==> config.mk <==
export PLATFORM = sky130hd
export DESIGN_NAME = touch_regs
export DESIGN_NICKNAME = d
export VERILOG_FILES = /design/src/touch_regs_pkg.sv /design/src/touch_regs.sv
export SDC_FILE = /design/constraint.sdc
export NUM_CORES = 1
export LEC_CHECK = 0
export ABC_AREA = 1
export BUFFER_PORTS_ARGS = -buffer_cell sky130_fd_sc_hd__buf_2
export CAP_MARGIN = 20
export CELL_PAD_IN_SITES_DETAIL_PLACEMENT = 1
export CELL_PAD_IN_SITES_GLOBAL_PLACEMENT = 2
export CORE_AREA = 8 8 223 438
export CTS_CLUSTER_DIAMETER = 50
export CTS_CLUSTER_SIZE = 30
export DETAILED_ROUTE_END_ITERATION = 8
export DIE_AREA = 0 0 231 446
export PLACE_DENSITY = 0.84
export SLEW_MARGIN = 10
export SYNTH_ARGS = -nofsm -noshare
export SYNTH_HDL_FRONTEND = slang
export SYNTH_SLANG_ARGS = --single-unit
==> constraint.sdc <==
create_clock -name sys_clk_i -period 5.3 [get_ports sys_clk_i]
set_input_delay 0.53 -clock sys_clk_i [delete_from_list [all_inputs] [get_ports sys_clk_i]]
set_output_delay 0.53 -clock sys_clk_i [all_outputs]
set_load 0.01 [all_outputs]
==> src/touch_regs_pkg.sv <==
// constants, field layouts and types for the touch register bank
package touch_regs_pkg;
   localparam int unsigned CLK_PERIOD_NS = 50;
   localparam int unsigned ADDR_LSB      = 2;
   localparam int unsigned IDX_W         = 8;
   localparam logic [7:0] IDX_BUF  = 8'h02;
   localparam logic [7:0] IDX_REF  = 8'h03;
   localparam logic [7:0] IDX_RST  = 8'h04;
   localparam logic [7:0] IDX_CFG  = 8'h05;
   localparam logic [7:0] IDX_DATA = 8'h10;
   localparam logic [15:0] RESET_CMD   = 16'hbb00;
   localparam logic [15:0] RST_REG_DEF = 16'hffff;
   localparam int unsigned BUF_CTL_LSB = 11;
   localparam int unsigned BUF_FULL_BIT  = 10;
   localparam int unsigned BUF_EMPTY_BIT = 9;
   localparam int unsigned TL_STEP = 8;
   localparam int unsigned TMR_W   = 17;
   typedef struct packed {
      logic       en;
      logic       single;
      logic [2:0] tl;
   } buf_ctl_t;
   typedef struct packed {
      logic       rsv;
      logic       internal;
      logic [1:0] dly;
      logic       pdn;
      logic       level;
   } ref_ctl_t;
   typedef struct packed {
      logic       pdn;
      logic [2:0] pre;
      logic [2:0] sense;
   } pen_cfg_t;
   localparam buf_ctl_t BUF_CTL_DEF = 5'h00;
   localparam ref_ctl_t REF_CTL_DEF = 6'h02;
   localparam pen_cfg_t PEN_CFG_DEF = 7'h00;
   typedef enum logic [1:0] {
      PEN_IDLE      = 2'b00,
      PEN_PRECHARGE = 2'b01,
      PEN_SENSE     = 2'b10
   } pen_state_t;
   typedef int unsigned tab4_t [4];
   typedef int unsigned tab8_t [8];
   localparam tab4_t REF_DLY_NS = '{0, 100000, 500000, 1000000};
   localparam tab8_t PRE_NS = '{20000, 84000, 276000, 340000,
                                1044000, 1300000, 1300000, 1364000};
   localparam tab8_t SENSE_NS = '{32000, 96000, 544000, 608000,
                                  2080000, 2144000, 2592000, 2656000};
   // least times: round up, zero stays zero
   function automatic int unsigned ns2cyc(input int unsigned ns);
      return (ns + CLK_PERIOD_NS - 1) / CLK_PERIOD_NS;
   endfunction : ns2cyc
   localparam tab4_t REF_DLY_CYC = '{ns2cyc(REF_DLY_NS[0]), ns2cyc(REF_DLY_NS[1]),
                                     ns2cyc(REF_DLY_NS[2]), ns2cyc(REF_DLY_NS[3])};
   localparam tab8_t PRE_CYC = '{ns2cyc(PRE_NS[0]), ns2cyc(PRE_NS[1]), ns2cyc(PRE_NS[2]),
                                 ns2cyc(PRE_NS[3]), ns2cyc(PRE_NS[4]), ns2cyc(PRE_NS[5]),
                                 ns2cyc(PRE_NS[6]), ns2cyc(PRE_NS[7])};
   localparam tab8_t SENSE_CYC = '{ns2cyc(SENSE_NS[0]), ns2cyc(SENSE_NS[1]),
                                   ns2cyc(SENSE_NS[2]), ns2cyc(SENSE_NS[3]),
                                   ns2cyc(SENSE_NS[4]), ns2cyc(SENSE_NS[5]),
                                   ns2cyc(SENSE_NS[6]), ns2cyc(SENSE_NS[7])};
endpackage : touch_regs_pkg

==> src/touch_regs.sv <==
// touch converter buffer, reference and pen-detect register bank
//
// Functional notes
// [RL1] enable bit low clears and holds pointers
// [RL2] mode bit: continuous or single shot
// [RL3] trigger level is eight times code plus one
// [RL4] full flag set at 64 unread results
// [RL5] empty flag set when nothing unread
// [RL6] reference source: external or internal
// [RL7] reference settle delay 0/100/500/1000 us
// [RL8] delay only when internal and powered down
// [RL9] power-down bit: always on or between conversions
// [RL10] external mode keeps internal reference off
// [RL11] level bit selects 1.25 V or 2.50 V
// [RL12] software writes zero to reserved bit
// [RL13] reset command restores all control defaults
// [RL14] software writes only the reset command
// [RL15] pen detect enabled when bit low
// [RL16] precharge panel for programmed time
// [RL17] sense for programmed time before sampling
// [RL18] channel status invalid in buffer mode
// [RL19] circular 64-entry store, flags from pointers
// [RL20] counters time delays, reserved reads zero; the REF rsv bit reads back as written
//
// Our own choice: the APB slave port.
`timescale 1ns/1ps
module touch_regs #(
   parameter int unsigned DW    = 12,
   parameter int unsigned DEPTH = 64,
   parameter int unsigned AW    = 12,
   parameter touch_regs_pkg::tab4_t REF_DLY_CYC = touch_regs_pkg::REF_DLY_CYC,
   parameter touch_regs_pkg::tab8_t PRE_CYC     = touch_regs_pkg::PRE_CYC,
   parameter touch_regs_pkg::tab8_t SENSE_CYC   = touch_regs_pkg::SENSE_CYC
) (
   input  wire logic          sys_clk_i,
   input  wire logic          nrst_i,
   input  wire logic          psel_i,
   input  wire logic          penable_i,
   input  wire logic          pwrite_i,
   input  wire logic [AW-1:0] paddr_i,
   input  wire logic [31:0]   pwdata_i,
   output logic               pready_o,
   output logic [31:0]        prdata_o,
   output logic               pslverr_o,
   input  wire logic          sample_valid_i,
   input  wire logic [DW-1:0] sample_data_i,
   input  wire logic          conv_active_i,
   input  wire logic          pen_pin_i,
   output logic               conv_allow_o,
   output logic               buffer_trigger_o,
   output logic               chan_status_valid_o,
   output logic               ref_internal_o,
   output logic               ref_power_on_o,
   output logic               ref_level_o,
   output logic               ref_settled_o,
   output logic               pen_detect_enable_o,
   output logic               panel_precharge_o,
   output logic               panel_sense_o,
   output logic               pen_touch_o
);
   import touch_regs_pkg::*;

   localparam int unsigned PW = $clog2(DEPTH) + 1;

   // register state
   buf_ctl_t    buf_ctl_q, buf_ctl_d;
   ref_ctl_t    ref_ctl_q, ref_ctl_d;
   pen_cfg_t    pen_cfg_q, pen_cfg_d;
   logic [15:0] rst_reg_q, rst_reg_d;
   logic        pready_q, pready_d;
   logic        pslverr_q, pslverr_d;
   logic [31:0] prdata_q, prdata_d;

   // decode
   logic [IDX_W-1:0] idx;
   logic             hit_buf, hit_ref, hit_rst, hit_cfg, hit_data, mapped;
   logic             setup, done, wr_done, rd_done, soft_rst;

   // buffer state
   logic [DW-1:0]   mem [DEPTH];
   logic [PW-1:0]   wr_ptr_q, wr_ptr_d;
   logic [PW-1:0]   rd_ptr_q, rd_ptr_d;
   logic [PW-1:0]   tg_ptr_q, tg_ptr_d;
   logic [PW-1:0]   count, level;
   logic            full, empty, push, pop;
   logic            allow_q, allow_d, trig_q, trig_d, stat_q, stat_d;

   // reference state
   logic [TMR_W-1:0] rcnt_q, rcnt_d;
   logic             rpow_q, rpow_d, rset_q, rset_d;
   logic             rint_q, rint_d, rlvl_q, rlvl_d;

   // pen detect state
   pen_state_t       pst_q, pst_d;
   logic [TMR_W-1:0] pcnt_q, pcnt_d;
   logic [1:0]       pen_sync_q;
   logic             touch_q, touch_d, pen_en_q, pen_en_d;
   logic             prech_q, prech_d, sense_q, sense_d;

   assign idx      = paddr_i[ADDR_LSB +: IDX_W];
   assign hit_buf  = (idx == IDX_BUF);
   assign hit_ref  = (idx == IDX_REF);
   assign hit_rst  = (idx == IDX_RST);
   assign hit_cfg  = (idx == IDX_CFG);
   assign hit_data = (idx == IDX_DATA);
   assign mapped   = hit_buf | hit_ref | hit_rst | hit_cfg | hit_data;
   assign setup    = psel_i & ~penable_i;
   assign done     = psel_i & penable_i & pready_q;
   assign wr_done  = done & pwrite_i & mapped;
   assign rd_done  = done & ~pwrite_i;
   // RL13 reset command decode
   assign soft_rst = wr_done & hit_rst & (pwdata_i[15:0] == RESET_CMD);

   // RL19 pointer difference gives fill
   assign count = wr_ptr_q - rd_ptr_q;
   // RL4 full at DEPTH unread
   assign full  = (count == PW'(DEPTH));
   // RL5 empty when pointers meet
   assign empty = (count == '0);
   // RL3 level is (code + 1) * 8
   assign level = PW'((int'(buf_ctl_q.tl) + 1) * TL_STEP);
   // RL2 single shot stops at the trigger level
   assign allow_d = buf_ctl_q.en & ~full & (~buf_ctl_q.single | (count < level));
   // allow_q lags the fill by a cycle, so single shot rechecks here
   assign push    = sample_valid_i & allow_q & ~full & (~buf_ctl_q.single | (count < level));
   assign pop     = rd_done & hit_data & ~empty & buf_ctl_q.en;

   // apb answer: no wait state, data picked in setup
   always_comb begin
      pready_d  = setup & ~pready_q;
      pslverr_d = pslverr_q;
      prdata_d  = prdata_q;
      if (setup) begin
         pslverr_d = ~mapped;
         prdata_d  = '0;
         // RL20 reserved bits read zero, except the REF rsv bit, which reads back as written
         if (hit_buf) begin
            prdata_d[BUF_CTL_LSB +: $bits(buf_ctl_t)] = buf_ctl_q;
            prdata_d[BUF_FULL_BIT]  = full;
            prdata_d[BUF_EMPTY_BIT] = empty;
         end else if (hit_ref) begin
            prdata_d[$bits(ref_ctl_t)-1:0] = ref_ctl_q;
         end else if (hit_rst) begin
            prdata_d[15:0] = rst_reg_q;
         end else if (hit_cfg) begin
            prdata_d[$bits(pen_cfg_t)-1:0] = pen_cfg_q;
         end else if (hit_data && !empty) begin
            prdata_d[DW-1:0] = mem[rd_ptr_q[PW-2:0]];
         end
      end
   end

   // control register writes
   always_comb begin
      buf_ctl_d = buf_ctl_q;
      ref_ctl_d = ref_ctl_q;
      pen_cfg_d = pen_cfg_q;
      rst_reg_d = rst_reg_q;
      if (soft_rst) begin
         // RL13 all control fields to defaults
         buf_ctl_d = BUF_CTL_DEF;
         ref_ctl_d = REF_CTL_DEF;
         pen_cfg_d = PEN_CFG_DEF;
         rst_reg_d = RST_REG_DEF;
      end else if (wr_done) begin
         if (hit_buf) begin
            buf_ctl_d = pwdata_i[BUF_CTL_LSB +: $bits(buf_ctl_t)];
         end else if (hit_ref) begin
            // RL12 reserved bit kept as written
            ref_ctl_d = pwdata_i[$bits(ref_ctl_t)-1:0];
         end else if (hit_rst) begin
            // RL14 other codes only stored
            rst_reg_d = pwdata_i[15:0];
         end else if (hit_cfg) begin
            pen_cfg_d = pwdata_i[$bits(pen_cfg_t)-1:0];
         end
      end
   end

   always_ff @(posedge sys_clk_i or negedge nrst_i) begin
      if (!nrst_i) begin
         buf_ctl_q <= BUF_CTL_DEF;
         ref_ctl_q <= REF_CTL_DEF;
         pen_cfg_q <= PEN_CFG_DEF;
         rst_reg_q <= RST_REG_DEF;
         pready_q  <= 1'b0;
         pslverr_q <= 1'b0;
         prdata_q  <= '0;
      end else begin
         buf_ctl_q <= buf_ctl_d;
         ref_ctl_q <= ref_ctl_d;
         pen_cfg_q <= pen_cfg_d;
         rst_reg_q <= rst_reg_d;
         pready_q  <= pready_d;
         pslverr_q <= pslverr_d;
         prdata_q  <= prdata_d;
      end
   end

   // buffer pointers and flags
   always_comb begin
      wr_ptr_d = wr_ptr_q + PW'(push);
      rd_ptr_d = rd_ptr_q + PW'(pop);
      tg_ptr_d = rd_ptr_d + level;
      trig_d   = buf_ctl_q.en & (count >= level);
      // RL18 channel status only outside buffer mode
      stat_d   = ~buf_ctl_q.en;
      // RL1 disabled buffer holds pointers at zero
      if (!buf_ctl_q.en || soft_rst) begin
         wr_ptr_d = '0;
         rd_ptr_d = '0;
         tg_ptr_d = '0;
         trig_d   = 1'b0;
      end
   end

   always_ff @(posedge sys_clk_i or negedge nrst_i) begin
      if (!nrst_i) begin
         wr_ptr_q <= '0;
         rd_ptr_q <= '0;
         tg_ptr_q <= '0;
         allow_q  <= 1'b0;
         trig_q   <= 1'b0;
         stat_q   <= 1'b1;
      end else begin
         wr_ptr_q <= wr_ptr_d;
         rd_ptr_q <= rd_ptr_d;
         tg_ptr_q <= tg_ptr_d;
         allow_q  <= allow_d;
         trig_q   <= trig_d;
         stat_q   <= stat_d;
      end
   end

   // storage needs no reset; only read below the write pointer
   always_ff @(posedge sys_clk_i) begin
      if (push) begin
         mem[wr_ptr_q[PW-2:0]] <= sample_data_i;
      end
   end

   // reference power and settling
   always_comb begin
      // RL6 source select
      rint_d = ref_ctl_q.internal;
      // RL11 level select
      rlvl_d = ref_ctl_q.level;
      // RL9 RL10 power policy
      rpow_d = ref_ctl_q.internal & (~ref_ctl_q.pdn | conv_active_i);
      rcnt_d = '0;
      rset_d = 1'b0;
      if (rpow_q) begin
         // RL8 delay only when powered down between uses
         if (!ref_ctl_q.pdn) begin
            rset_d = 1'b1;
         // RL7 RL20 count the settle delay
         end else if (rcnt_q >= TMR_W'(REF_DLY_CYC[ref_ctl_q.dly])) begin
            rset_d = 1'b1;
            rcnt_d = rcnt_q;
         end else begin
            rcnt_d = rcnt_q + 1'b1;
         end
      end
      if (!rpow_d) begin
         rset_d = 1'b0;
      end
   end

   always_ff @(posedge sys_clk_i or negedge nrst_i) begin
      if (!nrst_i) begin
         rcnt_q <= '0;
         rpow_q <= 1'b0;
         rset_q <= 1'b0;
         rint_q <= 1'b0;
         rlvl_q <= 1'b0;
      end else begin
         rcnt_q <= rcnt_d;
         rpow_q <= rpow_d;
         rset_q <= rset_d;
         rint_q <= rint_d;
         rlvl_q <= rlvl_d;
      end
   end

   // pen detect: precharge, then sense, then sample
   always_comb begin
      pst_d    = pst_q;
      pcnt_d   = pcnt_q + 1'b1;
      touch_d  = touch_q;
      // RL15 power-down bit gates detection
      pen_en_d = ~pen_cfg_q.pdn;
      case (pst_q)
         PEN_IDLE: begin
            pcnt_d = '0;
            if (pen_en_q) begin
               pst_d = PEN_PRECHARGE;
            end
         end
         PEN_PRECHARGE: begin
            // RL16 precharge time
            if (pcnt_q >= TMR_W'(PRE_CYC[pen_cfg_q.pre] - 1)) begin
               pst_d  = PEN_SENSE;
               pcnt_d = '0;
            end
         end
         PEN_SENSE: begin
            // RL17 sense time, then sample pin
            if (pcnt_q >= TMR_W'(SENSE_CYC[pen_cfg_q.sense] - 1)) begin
               pst_d   = PEN_PRECHARGE;
               pcnt_d  = '0;
               touch_d = pen_sync_q[1];
            end
         end
         default: begin
            pst_d = PEN_IDLE;
         end
      endcase
      // disabling stops the cycle at once
      if (!pen_en_q) begin
         pst_d   = PEN_IDLE;
         pcnt_d  = '0;
         touch_d = 1'b0;
      end
      prech_d = (pst_d == PEN_PRECHARGE);
      sense_d = (pst_d == PEN_SENSE);
   end

   always_ff @(posedge sys_clk_i or negedge nrst_i) begin
      if (!nrst_i) begin
         pst_q      <= PEN_IDLE;
         pcnt_q     <= '0;
         pen_sync_q <= '0;
         touch_q    <= 1'b0;
         pen_en_q   <= 1'b0;
         prech_q    <= 1'b0;
         sense_q    <= 1'b0;
      end else begin
         pst_q      <= pst_d;
         pcnt_q     <= pcnt_d;
         pen_sync_q <= {pen_sync_q[0], pen_pin_i};
         touch_q    <= touch_d;
         pen_en_q   <= pen_en_d;
         prech_q    <= prech_d;
         sense_q    <= sense_d;
      end
   end

   assign pready_o            = pready_q;
   assign prdata_o            = prdata_q;
   assign pslverr_o           = pslverr_q;
   assign conv_allow_o        = allow_q;
   assign buffer_trigger_o    = trig_q;
   assign chan_status_valid_o = stat_q;
   assign ref_internal_o      = rint_q;
   assign ref_power_on_o      = rpow_q;
   assign ref_level_o         = rlvl_q;
   assign ref_settled_o       = rset_q;
   assign pen_detect_enable_o = pen_en_q;
   assign panel_precharge_o   = prech_q;
   assign panel_sense_o       = sense_q;
   assign pen_touch_o         = touch_q;
endmodule : touch_regs

== Yosys cells after proc, flatten, opt, wreduce, memory -nomap -nowiden ==
Memory sizes are Yosys's and may differ from the RTL's.
Cells that the tools add are included.
W data, S select, Z words.

* Bits of input ports: 64
* Bits in writable memories: 768
* Bits in read-only memories: 512
* Memories: 3
* Register bits: 115
* Output and inout port bits: 45
* Logic and storage cells: 179

* $lt $le $gt $ge: 8
* Reductions and logical operators: 16
* Bitwise operators: 38
* Add/subtract/negate cells: 8
* Multiplexer cells: 57
* Equality and inequality tests: 17

{| class="wikitable"
|+ Memory list
! memory !! depth !! width !! rd ports !! clocked after memory_dff !! wr ports !! line !! source
|-
| mem || 64 || 12 || 1 || 0 || 1 || touch_regs.sv:80 || <nowiki>logic [DW-1:0] mem [DEPTH];</nowiki>
|-
| (no name shown) || 8 || 32 || 1 || 0 || 0 || touch_regs.sv:308 || <nowiki>if (pcnt_q >= TMR_W'(SENSE_CYC[pen_cfg_q.sense] - 1)) begin</nowiki>
|-
| (no name shown) || 8 || 32 || 1 || 0 || 0 || touch_regs.sv:301 || <nowiki>if (pcnt_q >= TMR_W'(PRE_CYC[pen_cfg_q.pre] - 1)) begin</nowiki>
|}

{| class="wikitable"
|+ Operators by type and width
! operator !! count
|-
| $mux W17 || 12
|-
| $mux W16 || 5
|-
| $mux W7 || 10
|-
| $bmux W32 S2 || 1
|-
| $ge A17 B17 Y1 || 3
|-
| $pmux W17 S3 || 1
|-
| $add A17 B1 Y17 const B || 2
|-
| $sub A17 B1 Y17 const B || 2
|-
| $mux W6 || 5
|-
| $mux W12 || 2
|-
| $mux W5 || 4
|-
| $and A1 B1 Y1 || 19
|-
| $eq A16 B16 Y1 const B || 1
|-
| $eq A8 B2 Y1 const B || 2
|-
| $eq A8 B3 Y1 const B || 2
|-
| $add A7 B1 Y7 || 2
|-
| $mux W1 || 10
|-
| $mux W10 || 1
|-
| $ne A2 B1 Y1 const B || 5
|-
| $not A1 Y1 || 10
|-
| $reduce_bool A2 Y1 || 5
|-
| $mux W9 || 1
|-
| $eq A8 B5 Y1 const B || 1
|-
| $ge A4 B4 Y1 const B || 2
|-
| other kinds (24) || 36
|}

== Depth between registers and ports, before layout ==
* Word-level depth: 10
* Mapped depth: 25
* Mapped depth without buffers: 22

== Worst setup path after synthesis ==
OpenSTA, ideal clock, no wires.

* Path kind: flip-flop to flip-flop
* Start point: reg rd_ptr_q[2]
* End point: mem mem[24][0] (enable)
* Cell stages (with the launch flop): 20
* Period minus slack after synthesis: 4.192 ns
* Setup slack: 1.108 ns
* Data required time: 4.920 ns
* Path buffers: 3
* Arrival: 3.811 ns
* Library setup time: 0.380 ns
* Path through: dfrtp_1 > buf_2 > inv_2 > buf_2 > buf_1 > ha_1 > a21oi_2 > nand2_2 > nand2_1 > nand3_1 > nand2_1 > inv_1 > ha_1 > nand2_1 > nor2_1 > a2111oi_0 > nor2_1 > nor2_8 > nand2_4 > nor2_1

* Word-level cells in the longest chain between the ends: 7
* Elaborated cells on any way between the ends: 9
* Classes of those cells: 1 x add/sub; 1 x order compare; 1 x eq/ne; 2 x mux; 4 x bitwise

{| class="wikitable"
|+ Ends and longest elaborated chain
! item !! line !! source
|-
| start: declaration || touch_regs.sv:82 || <nowiki>logic [PW-1:0] rd_ptr_q, rd_ptr_d;</nowiki>
|-
| start signal: assignment || touch_regs.sv:227 || <nowiki>rd_ptr_q <= rd_ptr_d;</nowiki>
|-
| $sub A7 B7 Y7 * || touch_regs.sv:115 || <nowiki>assign count = wr_ptr_q - rd_ptr_q;</nowiki>
|-
| parallel branches: the longest is 3 deep, another holds $lt A7 B7 Y1 || - ||
|-
| $and A1 B1 Y1 * || touch_regs.sv:125 || <nowiki>assign push = sample_valid_i & allow_q & ~full & (~buf_ctl_q.single | (count < level));</nowiki>
|-
| $mux W1 * || touch_regs.sv:237 || <nowiki>if (push) begin</nowiki>
|-
| $mux W1 (not written as such) * || touch_regs.sv:238 || <nowiki>mem[wr_ptr_q[PW-2:0]] <= sample_data_i;</nowiki>
|-
| end: declaration || touch_regs.sv:80 ||
|}

Mark *: on every way between the ends.

== Final worst setup path ==
* Start point: reg rd_ptr_q[5]
* End point: mem mem[57][3] (enable)

The elaborated chain is that of the path after synthesis.

==> flow_summary.ini <==
[pwr]
total_power_mw = 12.8
switching_share_pct = 22.9
p_leak_nw = 16.4
p_int_mw = 9.89
clockPowerShare_pct = 39.3
p_comb_share_pct = 1.7
powerDensity_mw_per_mm2 = 303
p_switching_mw = 2.94
p_seq_share_pct = 58.9
max-vdd-ir-drop_mv = 0.394

[critical_path]
required_ns = 5.71
cp.arrival_ns = 5.22
cp-end-kind = flip-flop
cp-start-kind = flip-flop
r2r_setup_slack_ns = 0.49
cp_max_fo = 15
path_class = flip-flop to flip-flop

[logic_synthesis]
synth_edf_count = 768
netlist_area_mm2 = 0.0382
ys_warn_count = 0
synth_ff_type = edfxtp_1
async_flop_share_pct = 13.0
syn_avg_cell_area_um2 = 10.6
yosysSeqAreaShare_pct = 68.0
yosysMostFrequentCell = nand2_1
yosysTopAreaCell = edfxtp_1
ys_top_cells_by_area = edfxtp_1, nand2_1, nand3_1
ys_top_cells_by_count = nand2_1, edfxtp_1, nand3_1
ys_ff_latch = 883
synth.distinct_cells = 47
synthCells = 3589
yosysTopAreaCellShare_pct = 60.4

[clocking]
clock_latency_ns = 0.68
cts_root_buffer = clkbuf_16
cts_made_buffers = 58
tritoncts = done
clk_pin_slew_worst_paths_ns = 0.10
cts.repair.resized = 0
clock_path_buffers = 3
cts.sinks = 883
cts_htree_levels = 2
postCtsSetupRepairBufs = 0

[worst_hold_path]
hp-class = input pin to flip-flop

[grt]
gr-usage-met3_pct = 1.91
track_usage_pct = 21.4
globalRouteMet2Util_pct = 37.0
grt_first_pass_wirelength_um = 169000
gr-usage-met1_pct = 27.2
grt_overflow = 0
grt_start_max_net_pins = 167
grt_antenna_before_repair = 0
grt_pass1_vias = 27400
top_usage_layer = met2

[final_layout]
seq_area_mm2 = 0.0260
fillers = 10100
post-route-util_pct = 45.9
drive_gt1_share_pct = 9.10
diodes = 0
final_area_mm2 = 0.0423
multi_input_area_mm2 = 0.0106
fin_nets = 3768
syn2layout_area_growth_pct = 10.7

[die]
die_y_um = 446
ios = 109
core_area_mm2 = 0.0921
die-area_mm2 = 0.103
dieWidth_um = 231
rows = 158
initial_core_util_pct = 41.5

[placement]
io_buffers = 72
place_area_mm2 = 0.0402
dp_hpwl_um = 68500
place_congestion = 0.882

[routing]
viasPerCell = 5.43
vias = 26600
wl_um = 112000
drc = 0
drt_pass1_iterations = 5
dr.first_iter.drc_count = 1926
drtAntennaViolNets = 0
wl_per_cell_um = 22.9

[timing]
grt_setup_unrepaired = false
fin_crit_ns = 4.81
hold_violations = 0
relSlewSlack_pct = 31.1
finalSetupTns_ns = 0
setup_viol = 0
max_freq_mhz = 208
finalClockSkew_ns = 0.0455
holdWs_ns = 0.0673
period_share_pct = 90.8
slew_viol_final = 0
tightest_slew_ns = 1.03

[job]
cap_viol_max_count = 0

[outcome]
status = finished, final reports clean
## placed cells by master, fill, tap and decap left out, types with 16 or more instances in the layout
cell	n
inv_1	199
nor2_1	264
nand2_1	1051
nand3_1	634
a21oi_1	74
xor2_1	18
dfrtp_1	93
edfxtp_1	768
o21ai_0	88
conb_1	16
buf_2	71
dfstp_2	18
clkbuf_16	58
nand4_1	23
nor3_1	29
ha_1	50
buf_4	102
## sequential cells by signal (all words and copies together) (netlist names), 2 cells and up
signal and flops:
rst_reg_q 16, rcnt_q 17, pen_cfg_q 7, wr_ptr_q 7, pen_sync_q 2, mem 768, buf_ctl_q 5, rd_ptr_q 7
ref_ctl_q 4, pst_q 2, prdata_o 16, pcnt_q 17
## cell type report
class | count | share of cell area, %
clock buffers | 58 | 3.43
flip-flops and latches | 883 | 61.4
multi-input cells | 2321 | 25.2
repair buffers | 181 | 2.98
well taps | 1200 | 3.55
inverters | 209 | 1.88
clock inverters | 50 | 1.54
## power groups by stage
| stage | logic (mW) | clock network [mW] | registers [mW] |
|---|---|---|---|
| final | 0.223 | 5.05 | 7.56 |
| after detailed placement | 0.224 | 0 | 7.72 |
| after global placement | 0.217 | 0 | 7.72 |
| after CTS | 0.226 | 5.14 | 7.56 |
| after floorplan | 0.0352 | 0 | 7.72 |
| after global routing | 0.237 | 5.33 | 7.56 |
## metal layers
| metal | vias up | wire length (um) | part of all wire (%) |
|---|---|---|---|
| li1 | 12400 | - | - |
| met1 | 13500 | 46200 | 41 |
| met2 | 614 | 56300 | 50 |
| met3 | 191 | 4320 | 3.9 |
| met4 | 0 | 5250 | 4.7 |
| met5 | - | 0 | 0 |
## worst paths after layout
kind / from / endpoint / depth (start not counted)
min in group asynchronous: nrst_i / pcnt_q[5] / 3
max reg2reg: rd_ptr_q[5] / mem[57][3] / 18
min: pwdata_i[9] / rst_reg_q[9] / 3
max: rd_ptr_q[5] / mem[57][3] / 18
min reg2reg: pen_sync_q[0] / pen_sync_q[1] / 0
max in group asynchronous: nrst_i / rd_ptr_q[0] / 3
## per-stage QoR
step	cells	setup WS [ns]
finish	4902	0.487
global route	4902	0.0840
CTS	4902	0.526
detailed placement	4792	0.528
global placement	4792	0.681
floorplan	3604	1.11
## timing repair
action                                 in CTS  in global routing
endpoints found under the hold margin      24                  0
setup endpoints to repair                   0                  0
hold buffers                                2                  0
## logic make-up (layout without fill, tap and decap cells)
logic type               Yosys count  count (layout)  synth area share (%)
buffers and inverters            400             498                  4.31
XOR/XNOR                          22              22                 0.505
adder cells (fa/ha/maj)           50              50                  1.64
flip-flops                       883             883                  68.0
AND/OR/NAND/NOR                 2041            2041                  22.9
other                              1              16               0.00982
AO/OA/AOI/OAI                    192             192                  2.66
## critical path, stage by stage (launching register included)
cell and delay [ns]:
dfrtp_1 0.38, buf_4 0.19, inv_1 0.33, ha_1 0.37, nand2_1 0.11, inv_1 0.04, nand2_1 0.08, nand4_1 0.09
nand2_1 0.15, inv_1 0.07, ha_1 0.29, nand2_1 0.11, nor2_1 0.05, a2111oi_0 0.62, nor2_1 0.25, nor2_8 0.37
nand2_4 0.26, nor2_1 0.48, buf_4 0.25
(Power assumes the default switching activity.)
